$ cat config.mk
export PLATFORM = sky130hd
export DESIGN_NAME = ivm_vector_map
export DESIGN_NICKNAME = d
export VERILOG_FILES = /design/src/ivm_pkg.sv /design/src/ivm_prio_enc.sv /design/src/ivm_vector_map.sv
export SDC_FILE = /design/constraint.sdc
export NUM_CORES = 1
export LEC_CHECK = 0
export BUFFER_PORTS_ARGS = -buffer_cell sky130_fd_sc_hd__buf_2
export CORE_ASPECT_RATIO = 0.7
export CORE_UTILIZATION = 47
export DETAILED_ROUTE_END_ITERATION = 10
export GPL_TIMING_DRIVEN = 0
export PLACE_DENSITY = 0.77
export REMOVE_ABC_BUFFERS = 1
export SYNTH_ARGS = -nofsm -noshare
export SYNTH_HDL_FRONTEND = slang
export SYNTH_SLANG_ARGS = --single-unit
$ cat constraint.sdc
create_clock -name i_ref_clk -period 1.92 [get_ports i_ref_clk]
set_clock_uncertainty 0.05 [all_clocks]
set_input_delay 0.48 -clock i_ref_clk [delete_from_list [all_inputs] [get_ports i_ref_clk]]
set_output_delay 0.48 -clock i_ref_clk [all_outputs]
set_load 0.05 [all_outputs]
$ cat src/ivm_pkg.sv
/*
  Shared constants of the interrupt vector map: widths, vector numbers,
  spacing and the reset vector address.
  Assumes program addresses are word addresses, 16 bits wide.
*/
package ivm_pkg;

  localparam int unsigned VEC_NUM_W = 5;
  localparam int unsigned ADDR_W    = 16;
  localparam int unsigned NUM_SRC   = 28;

  localparam logic [VEC_NUM_W-1:0] VEC_RESET       = 5'h01;
  localparam logic [VEC_NUM_W-1:0] VEC_FIRST_IRQ   = 5'h02;
  localparam logic [VEC_NUM_W-1:0] VEC_EXT_LINE_0  = 5'h02;
  localparam logic [VEC_NUM_W-1:0] VEC_PIN_GROUP_0 = 5'h0A;
  localparam logic [VEC_NUM_W-1:0] VEC_USB_GENERAL = 5'h0C;
  localparam logic [VEC_NUM_W-1:0] VEC_USB_ENDPNT  = 5'h0D;
  localparam logic [VEC_NUM_W-1:0] VEC_WATCHDOG    = 5'h0E;
  localparam logic [VEC_NUM_W-1:0] VEC_T16_CAPTURE = 5'h0F;
  localparam logic [VEC_NUM_W-1:0] VEC_T16_MATCH_A = 5'h10;
  localparam logic [VEC_NUM_W-1:0] VEC_T16_OVERFLW = 5'h13;
  localparam logic [VEC_NUM_W-1:0] VEC_T8_MATCH_A  = 5'h14;
  localparam logic [VEC_NUM_W-1:0] VEC_T8_OVERFLW  = 5'h16;
  localparam logic [VEC_NUM_W-1:0] VEC_SPI_DONE    = 5'h17;
  localparam logic [VEC_NUM_W-1:0] VEC_SER1_RX     = 5'h18;
  localparam logic [VEC_NUM_W-1:0] VEC_SER1_TXE    = 5'h19;
  localparam logic [VEC_NUM_W-1:0] VEC_SER1_TXC    = 5'h1A;
  localparam logic [VEC_NUM_W-1:0] VEC_ANALOG_CMP  = 5'h1B;
  localparam logic [VEC_NUM_W-1:0] VEC_DATA_NVM    = 5'h1C;
  localparam logic [VEC_NUM_W-1:0] VEC_PROG_STORE  = 5'h1D;

  // Words between consecutive vectors, same for every memory size
  localparam logic [ADDR_W-1:0] VEC_SPACING = 16'h0002;
  localparam logic [ADDR_W-1:0] RESET_ADDR  = 16'h0000;

  // Reset values of the state
  localparam logic                 RST_VALID    = 1'b1;
  localparam logic                 RST_RESET_PD = 1'b0;
  localparam logic [VEC_NUM_W-1:0] RST_NUM      = 5'h01;
  localparam logic [ADDR_W-1:0]    RST_ADDR     = 16'h0000;

endpackage

$ cat src/ivm_prio_enc.sv
/*
  Lowest-index-wins priority encoder over the request vector.
  Assumes purely combinational use inside the vector map.
*/
`timescale 1ns/1ps
module ivm_prio_enc
  import ivm_pkg::*;
(
  // Requests
  input  wire logic [NUM_SRC-1:0]   i_req,
  // Result
  output logic                      o_found,
  output logic [VEC_NUM_W-1:0]      o_index
);

  always_comb begin
    o_found = 1'b0;
    o_index = '0;
    // Walk downward so the lowest set bit is the last to write
    for (int i = NUM_SRC - 1; i >= 0; i--) begin
      if (i_req[i]) begin
        o_found = 1'b1;
        o_index = VEC_NUM_W'(i);
      end
    end
  end

endmodule // ivm_prio_enc

$ cat src/ivm_vector_map.sv
/*
  Interrupt vector map: turns reset causes and interrupt requests into a
  vector number and program word address offered to the core.
  Assumes request inputs are synchronous levels held until the core
  services them, and that the core clears the source after taking it.
*/
// Function
// - Every reset cause leads to vector 1 at address 0000.
// - External lines 0 to 7 use vectors 2 to 9, addresses 0002-0010.
// - Pin-change groups 0 and 1 use vectors 10 and 11 at 0012, 0014.
// - USB general request uses vector 12 at address 0016.
// - USB endpoint request uses vector 13 at address 0018.
// - Timer16 capture, matches A-C and overflow at 001C through 0024.
// - Timer8 match A, match B, overflow at 0026, 0028, 002A.
// - SPI transfer complete uses vector 23 at address 002C.
// - Serial1 receive, buffer empty, transmit complete at 002E, 0030, 0032.
// - Comparator, data memory ready, program store ready at 0034-0038.
// - Consecutive vectors lie two program words apart.
// - With base select set, boot section start is added to interrupt vectors, not to the reset vector.
`timescale 1ns/1ps
module ivm_vector_map
  import ivm_pkg::*;
(
  // Clock and reset
  input  wire logic                 i_ref_clk,
  input  wire logic                 i_sys_rst,
  // Reset causes and relocation
  input  wire logic                 i_reset_cause,
  input  wire logic                 i_vector_base_select,
  input  wire logic [ADDR_W-1:0]    i_boot_start,
  // Interrupt sources
  input  wire logic [7:0]           i_ext_irq_line,
  input  wire logic [1:0]           i_pin_change_group,
  input  wire logic                 i_usb_general,
  input  wire logic                 i_usb_endpoint,
  input  wire logic                 i_watchdog_timeout_source,
  input  wire logic                 i_timer16_capture_event,
  input  wire logic [2:0]           i_timer16_match,
  input  wire logic                 i_timer16_overflow,
  input  wire logic [1:0]           i_timer8_match,
  input  wire logic                 i_timer8_overflow,
  input  wire logic                 i_spi_transfer_complete,
  input  wire logic                 i_serial1_receive_complete,
  input  wire logic                 i_serial1_tx_buffer_empty,
  input  wire logic                 i_serial1_transmit_complete,
  input  wire logic                 i_analog_comparator,
  input  wire logic                 i_data_nvm_ready,
  input  wire logic                 i_program_store_ready,
  // Core handshake
  input  wire logic                 i_vec_ack,
  output logic                      o_vec_valid,
  output logic [VEC_NUM_W-1:0]      o_vec_num,
  output logic [ADDR_W-1:0]         o_vec_addr
);

  typedef struct packed {
    logic                 valid;
    logic                 reset_pd;
    logic [VEC_NUM_W-1:0] num;
    logic [ADDR_W-1:0]    addr;
  } ivm_state_t;

  ivm_state_t           state;
  ivm_state_t           next_state;
  logic [NUM_SRC-1:0]   req;
  logic                 req_found;
  logic [VEC_NUM_W-1:0] req_index;
  logic [VEC_NUM_W-1:0] win_num;

  function automatic logic [VEC_NUM_W-1:0] slot(input logic [VEC_NUM_W-1:0] vec);
    slot = vec - VEC_FIRST_IRQ;
  endfunction

  function automatic logic [ADDR_W-1:0] vec_addr(input logic [VEC_NUM_W-1:0] vec,
                                                 input logic              sel,
                                                 input logic [ADDR_W-1:0] base);
    logic [ADDR_W-1:0] offs;
    offs = ADDR_W'(vec - VEC_RESET) * VEC_SPACING;
    vec_addr = sel ? ADDR_W'(base + offs) : offs;
  endfunction

  // Request vector, bit k stands for vector k plus the first request vector
  always_comb begin
    req = '0;
    req[slot(VEC_EXT_LINE_0) +: 8]  = i_ext_irq_line;
    req[slot(VEC_PIN_GROUP_0) +: 2] = i_pin_change_group;
    req[slot(VEC_USB_GENERAL)]      = i_usb_general;
    req[slot(VEC_USB_ENDPNT)]       = i_usb_endpoint;
    req[slot(VEC_WATCHDOG)]         = i_watchdog_timeout_source;
    req[slot(VEC_T16_CAPTURE)]      = i_timer16_capture_event;
    req[slot(VEC_T16_MATCH_A) +: 3] = i_timer16_match;
    req[slot(VEC_T16_OVERFLW)]      = i_timer16_overflow;
    req[slot(VEC_T8_MATCH_A) +: 2]  = i_timer8_match;
    req[slot(VEC_T8_OVERFLW)]       = i_timer8_overflow;
    req[slot(VEC_SPI_DONE)]         = i_spi_transfer_complete;
    req[slot(VEC_SER1_RX)]          = i_serial1_receive_complete;
    req[slot(VEC_SER1_TXE)]         = i_serial1_tx_buffer_empty;
    req[slot(VEC_SER1_TXC)]         = i_serial1_transmit_complete;
    req[slot(VEC_ANALOG_CMP)]       = i_analog_comparator;
    req[slot(VEC_DATA_NVM)]         = i_data_nvm_ready;
    req[slot(VEC_PROG_STORE)]       = i_program_store_ready;
  end

  ivm_prio_enc u_prio (
    .i_req   (req),
    .o_found (req_found),
    .o_index (req_index)
  );

  assign win_num = VEC_NUM_W'(req_index + VEC_FIRST_IRQ);

  always_comb begin
    next_state = state;
    // A reset cause arriving while a vector is held is kept, not lost
    if (i_reset_cause) begin
      next_state.reset_pd = 1'b1;
    end
    if (!state.valid || i_vec_ack) begin
      next_state.valid = 1'b0;
      if (i_reset_cause || state.reset_pd) begin
        // Reset vector never moves with the base select
        next_state.valid    = 1'b1;
        next_state.reset_pd = 1'b0;
        next_state.num      = VEC_RESET;
        next_state.addr     = RESET_ADDR;
      end else if (req_found) begin
        next_state.valid = 1'b1;
        next_state.num   = win_num;
        next_state.addr  = vec_addr(win_num, i_vector_base_select, i_boot_start);
      end
    end
  end

  // Reset presents the reset vector straight away
  always_ff @(posedge i_ref_clk or posedge i_sys_rst) begin
    if (i_sys_rst) begin
      state <= '{valid: RST_VALID, reset_pd: RST_RESET_PD, num: RST_NUM, addr: RST_ADDR};
    end else begin
      state <= next_state;
    end
  end

  assign o_vec_valid = state.valid;
  assign o_vec_num   = state.num;
  assign o_vec_addr  = state.addr;

endmodule // ivm_vector_map

; After elaboration in Yosys (flattened, before gate mapping)
; Cells that the tools add are included.
[totals]
ff_bits = 23
word_cells = 76
[classes]
add_sub_neg = 3
n_mux = 64
reduce_logical = 5
[ops]
columns = cell, count
row1 = $mux W5, 28
row2 = $mux W21, 2
row3 = $mux W1, 32
row4 = $mux W22, 1
row5 = $add A16 B16 Y16, 1
row6 = $mux W16, 1
row7 = $sub A5 B1 Y6 const B, 1
row8 = $add A5 B2 Y5 const B, 1
row9 = $logic_or A1 B1 Y1, 2
row10 = $reduce_and A2 Y1, 1
row11 = $reduce_bool A2 Y1, 1
row12 = $logic_not A1 Y1, 1

; Longest topological paths before layout
[logic_depth]
ltp_word = 35
depth_mapped = 19
depth_no_buf = 19

; By module
; Synthesis repeated with hierarchy kept, for this count alone.
[unflattened]
cells_unflattened = 274
area_unflattened_um2 = 2277.2
[modules_own_cells]
columns = mod, instances, cells_per_inst, area_each_um2, seq_area_each_um2
row1 = ivm_vector_map, 1, 215, 1929.4, 578.1
row2 = ivm_prio_enc, 1, 59, 347.8, 0.0

; Least setup slack after synthesis
; Ideal clock, no wire load.
[synth_timing]
kind = input to register
start = input port i_analog_comparator
end = register state, in the netlist o_vec_addr[15]
arrival_ps = 3814
path_slack_ps = -2039
path_stages = 17
n_path_buf = 0
path_cell_list = o311ai_1 -> a31oi_1 -> o41ai_1 -> a31oi_1 -> inv_1 -> ha_1 -> nand2_1 -> a31oi_1 -> and3_1 -> ha_1 -> or3_1 -> o21ai_0 -> a21oi_1 -> a31oi_1 -> mux2i_1 -> xnor2_1 -> o31ai_1
[synth_via]
elab_chain_len = 32
word_cells_on_any_way = 60
cone_classes = add/sub: 3 / mux: 55 / reduce/logical: 2
[synth_rtl]
columns = element, line_no
row1 = start: declaration, ivm_vector_map.sv:46  ; input wire logic i_analog_comparator,
row2 = $mux W5 (26 in a row), ivm_prio_enc.sv:21  ; if (i_req[i]) begin
row3 = $add A5 B2 Y5, ivm_vector_map.sv:110  ; assign win_num = VEC_NUM_W'(req_index + VEC_FIRST_IRQ);
row4 = $sub A5 B1 Y6, ivm_vector_map.sv:78  ; offs = ADDR_W'(vec - VEC_RESET) * VEC_SPACING;
row5 = $add A16 B16 Y16, ivm_vector_map.sv:79  ; vec_addr = sel ? ADDR_W'(base + offs) : offs;
row6 = $mux W16, ivm_vector_map.sv:79
row7 = $mux W21, ivm_vector_map.sv:126  ; end else if (req_found) begin
row8 = $mux W21, ivm_vector_map.sv:120  ; if (i_reset_cause || state.reset_pd) begin
row9 = end signal: assignment, ivm_vector_map.sv:137  ; state <= '{valid: RST_VALID, reset_pd: RST_RESET_PD, num: RST_NUM, addr: RST_ADDR};
row10 = end signal: assignment, ivm_vector_map.sv:139  ; state <= next_state;
row11 = end: declaration, ivm_vector_map.sv:63  ; ivm_state_t state;
; Parallel ways exist; a longest one is shown, timed or not. The select of a mux whose other input is x is not followed.
; A chain may end at the register's enable or synchronous reset.

; Worst setup path after layout
[layout_timing]
start = input port i_program_store_ready
end = register state, in the netlist o_vec_addr[15]
[layout_via]
elab_chain_len = 34
word_cells_on_any_way = 64
cone_classes = add/sub: 3 / mux: 59 / reduce/logical: 2
[layout_rtl]
columns = element, line_no
row1 = start: declaration, ivm_vector_map.sv:48  ; input wire logic i_program_store_ready,
row2 = $mux W5 (28 in a row), ivm_prio_enc.sv:21
row3 = $add A5 B2 Y5, ivm_vector_map.sv:110
row4 = $sub A5 B1 Y6, ivm_vector_map.sv:78
row5 = $add A16 B16 Y16, ivm_vector_map.sv:79
row6 = $mux W16, ivm_vector_map.sv:79
row7 = $mux W21, ivm_vector_map.sv:126
row8 = $mux W21, ivm_vector_map.sv:120
; Parallel ways exist; a longest one is shown, timed or not. The select of a mux whose other input is x is not followed.

==> results.yml <==
run_status:
  run_status: "finished with violations"
  violations: "setup timing"
routing:
  drtIter0Drc: 252
  wl_per_cell_um: 20.4
  drt.antenna.violating_nets: 0
  vias_per_cell: 6.38
  dr.pass1.iters: 5
  vias: 2685
  drcViolationCount: 0
  routed_wl_um: 8590
sta:
  hold_viol: 0
  slew_headroom: 0.432
  timing.fmax_mhz: 245
  setup_slack_ps: -2160
  rsz0062_at_grt: "true"
  setup_viol: 21
  worst_pin_slew_ps: 851
  min_period_over_period: 2.13
  fin_crit_ps: 4080
  final_max_slew_viol_count: 0
grt:
  grt_max_degree: 24
  gr-usage-all-layers: 0.290
  grt_pass1_wl_um: 11500
  antenna_found_initial: 0
  grt_overflow: 0
  grt_pass1_vias: 2330
synth:
  netlist_area_um2: 2310
  yosysUniqueCellTypes: 49
  yosysWarnings: 0
  synth_edf_count: 0
  synth_top_area_share: 0.227
  synth_flop_cell: "dfrtp_1"
  yosys.area.top_type: "dfrtp_1"
  yosysSeqAreaShare: 0.250
  synthArstFlopShare: 1.00
  synthTopCellsByArea: "dfrtp_1 (23%), ha_1 (11%), buf_4 (6.8%)"
  synth_area_per_cell_um2: 8.40
  ys_seq_elements: 23
  synth_cells: 275
power:
  p_leak_nw: 1.54
  pwr-share-seq: 0.330
  p_per_area_nw_per_um2: 481
  power.total_mw: 1.63
  clockPowerShare: 0.184
  power_switching_share: 0.387
  power.share.combinational: 0.486
  p_sw_mw: 0.630
  internal_power_mw: 0.999
  peakVddDrop_mv: 0.261
cells_and_area:
  syn2layout_area_growth_pct: 46.7
  drive_gt1_frac: 0.507
  final_nets: 426
  final_cell_area_um2: 3390
  regArea_um2: 578
  diodes: 0
  fin_cells: 421
  multi_input_area_um2: 2000
  nFillCells: 283
setup_path:
  cp.arrival_ps: 4200
  r2r_cells: 6
  path_common_cell: "a31oi_2"
  cp-start-kind: "input port"
  worstPathMaxFanout: 4
  timing.rr.start: "state[21]"
  required_ps: 2040
  endpoint_kind: "register"
  r2r_setup_slack_ps: -200
  r2r_end: "o_vec_addr[10]"
  cp_cell_sequence: "buf_8 > nor2_4 > o311ai_2 > a31oi_1 > o41ai_2 > a31oi_2 > inv_2 > ha_4 > nand2_2 > a31oi_2 > and3_4 > buf_4 > ha_4 > or3_1 > o21ai_1 > a21oi_2 > a31oi_2 > mux2i_1 > xnor2_1 > o31ai_1"
  critPathMaxStageDelay_ps: 410
  critPathKind: "input port to register"
  cpMaxStageDelayCell: "o41ai_2"
floorplanning:
  die-area_um2: 5210
  coreArea_um2: 4530
  pin_count: 71
  die_x_um: 85.8
  die_h_um: 60.7
  initial_core_util: 0.510
  rows: 20
hold_path:
  min_path_type: "input port to async pin"
clock_network:
  clock_latency_ps: 260
  root_buffer: "clkbuf_8"
  cts_num_sinks: 23
  tritoncts: "yes"
  clock_path_buffers: 2
  cts_htree_levels: 1
  cts-buffers-inserted: 3
  clkTransAtPathRegs_ps: 80
  cts_hold_buffers: 0
flow_run:
  maxCapViolations: 0
placement:
  port_buffers: 70
  place_hpwl_um: 4150
  dp_cells: 384
  postPlaceCellArea_um2: 2550
  pre_cts_ws_ps: -3030
  gp_congestion: 0.843
==> power by group through the flow <==
stage          Combinational, mW  Sequential [mW]  Clock (mW)
2_1_floorplan              0.232            0.653           0
3_3_place_gp               0.494            0.545           0
3_5_place_dp               0.504            0.546           0
4_1_cts                    0.656            0.537       0.295
5_1_grt                    0.834            0.540       0.316
6_report                   0.791            0.538       0.300
==> metrics by stage <==
stage	hold slack (ps)	utilization	TNS [ps]
2_1_floorplan	430	-	-24620
3_3_place_gp	406	0.562	-37520
3_5_place_dp	421	0.562	-38610
4_1_cts	362	0.706	-23590
5_1_grt	415	0.748	-29580
6_report	332	0.748	-27450
==> synth_stat cells (4+ instances only) <==
cell type  count
nand2_1       32
buf_4         21
dfrtp_1       21
ha_1          20
nor2_1        20
a21oi_1       18
o21ai_0       16
a22o_1        10
inv_1          9
nand2b_1       8
xnor2_1        8
xor2_1         8
nor2b_1        7
nor3_1         7
a21o_1         6
a31oi_1        5
nand3_1        5
o211ai_1       4
==> logic make-up after synthesis <==
group	count (synthesis)	synth area share
buffers and inverters	36	0.100
DFF	23	0.250
AOI/OAI and AO/OA	78	0.228
xor gates and xnor gates	16	0.0606
and+or+nand+nor	98	0.231
adders and majority gates	21	0.117
muxes	3	0.0130
==> per-layer routing <==
metal | track usage | vias to the layer above | routed length (um)
met5 | 0 | - | 0
met4 | 0.133 | 0 | 519
met3 | 0.0571 | 70 | 880
met2 | 0.474 | 231 | 3900
met1 | 0.382 | 1250 | 3280
li1 | - | 1134 | -
==> placed cells by master (no fill, tap or decap), types with 3 or more instances in the layout <==
cell type	count
inv_1	7
clkbuf_8	3
dfrtp_1	21
nand2_1	29
nand2_2	3
o211ai_1	4
ha_4	11
ha_1	7
buf_6	8
a21oi_1	9
nor3_1	5
nand2b_1	5
a31oi_2	5
nand2b_4	3
nor4_4	4
a21o_1	6
nand3_1	4
and3_4	3
buf_2	67
mux2i_1	3
o21ai_1	5
nor2_1	18
xor2_1	5
xnor2_2	3
nor2b_1	4
a21oi_2	7
o21ai_0	9
buf_4	23
xnor2_1	4
a22o_1	10
==> sequential cells by signal, indices dropped and copies added, names as in the netlist <==
| signal | count |
|---|---|
| o_vec_addr | 16 |
| o_vec_num | 5 |
| o_vec_valid | 1 |
| state | 1 |
==> worst max path at each step <==
| stage | start | endpoint | slack, ps | cells after the start |
|---|---|---|---|---|
| floorplan | i_analog_comparator | o_vec_addr[15] | -2040 | 17 |
| detailed placement | i_analog_comparator | o_vec_addr[15] | -3030 | 19 |
| global placement | i_analog_comparator | o_vec_addr[15] | -2920 | 19 |
| finish | i_program_store_ready | o_vec_addr[15] | -2160 | 20 |
| CTS | i_program_store_ready | o_vec_addr[14] | -1950 | 21 |
| global route | i_program_store_ready | o_vec_addr[14] | -2310 | 19 |
==> layout make-up <==
cell class / instances / share of cell area
Tap cell: 66 / 0.0244
Clock buffer: 4 / 0.0133
Timing Repair Buffer: 101 / 0.191
Inverter: 9 / 0.0107
Sequential cell: 23 / 0.171
Multi-Input combinational cell: 218 / 0.590
==> what timing repair did <==
action	in CTS	in global routing
pin swaps	42	24
gates resized for setup	67	35
endpoints found under the setup margin	21	21
buffers inserted	31	8
cloned	2	0
==> worst max-delay path, delay by kind of cell <==
kind / cells / cell delay (ps)
compound gates: 9 / 1810
fa+ha+maj: 2 / 420
xor+xnor: 1 / 80
mux: 1 / 230
simple gates: 4 / 790
buf+inv: 3 / 390
(Power assumes the default switching activity.)
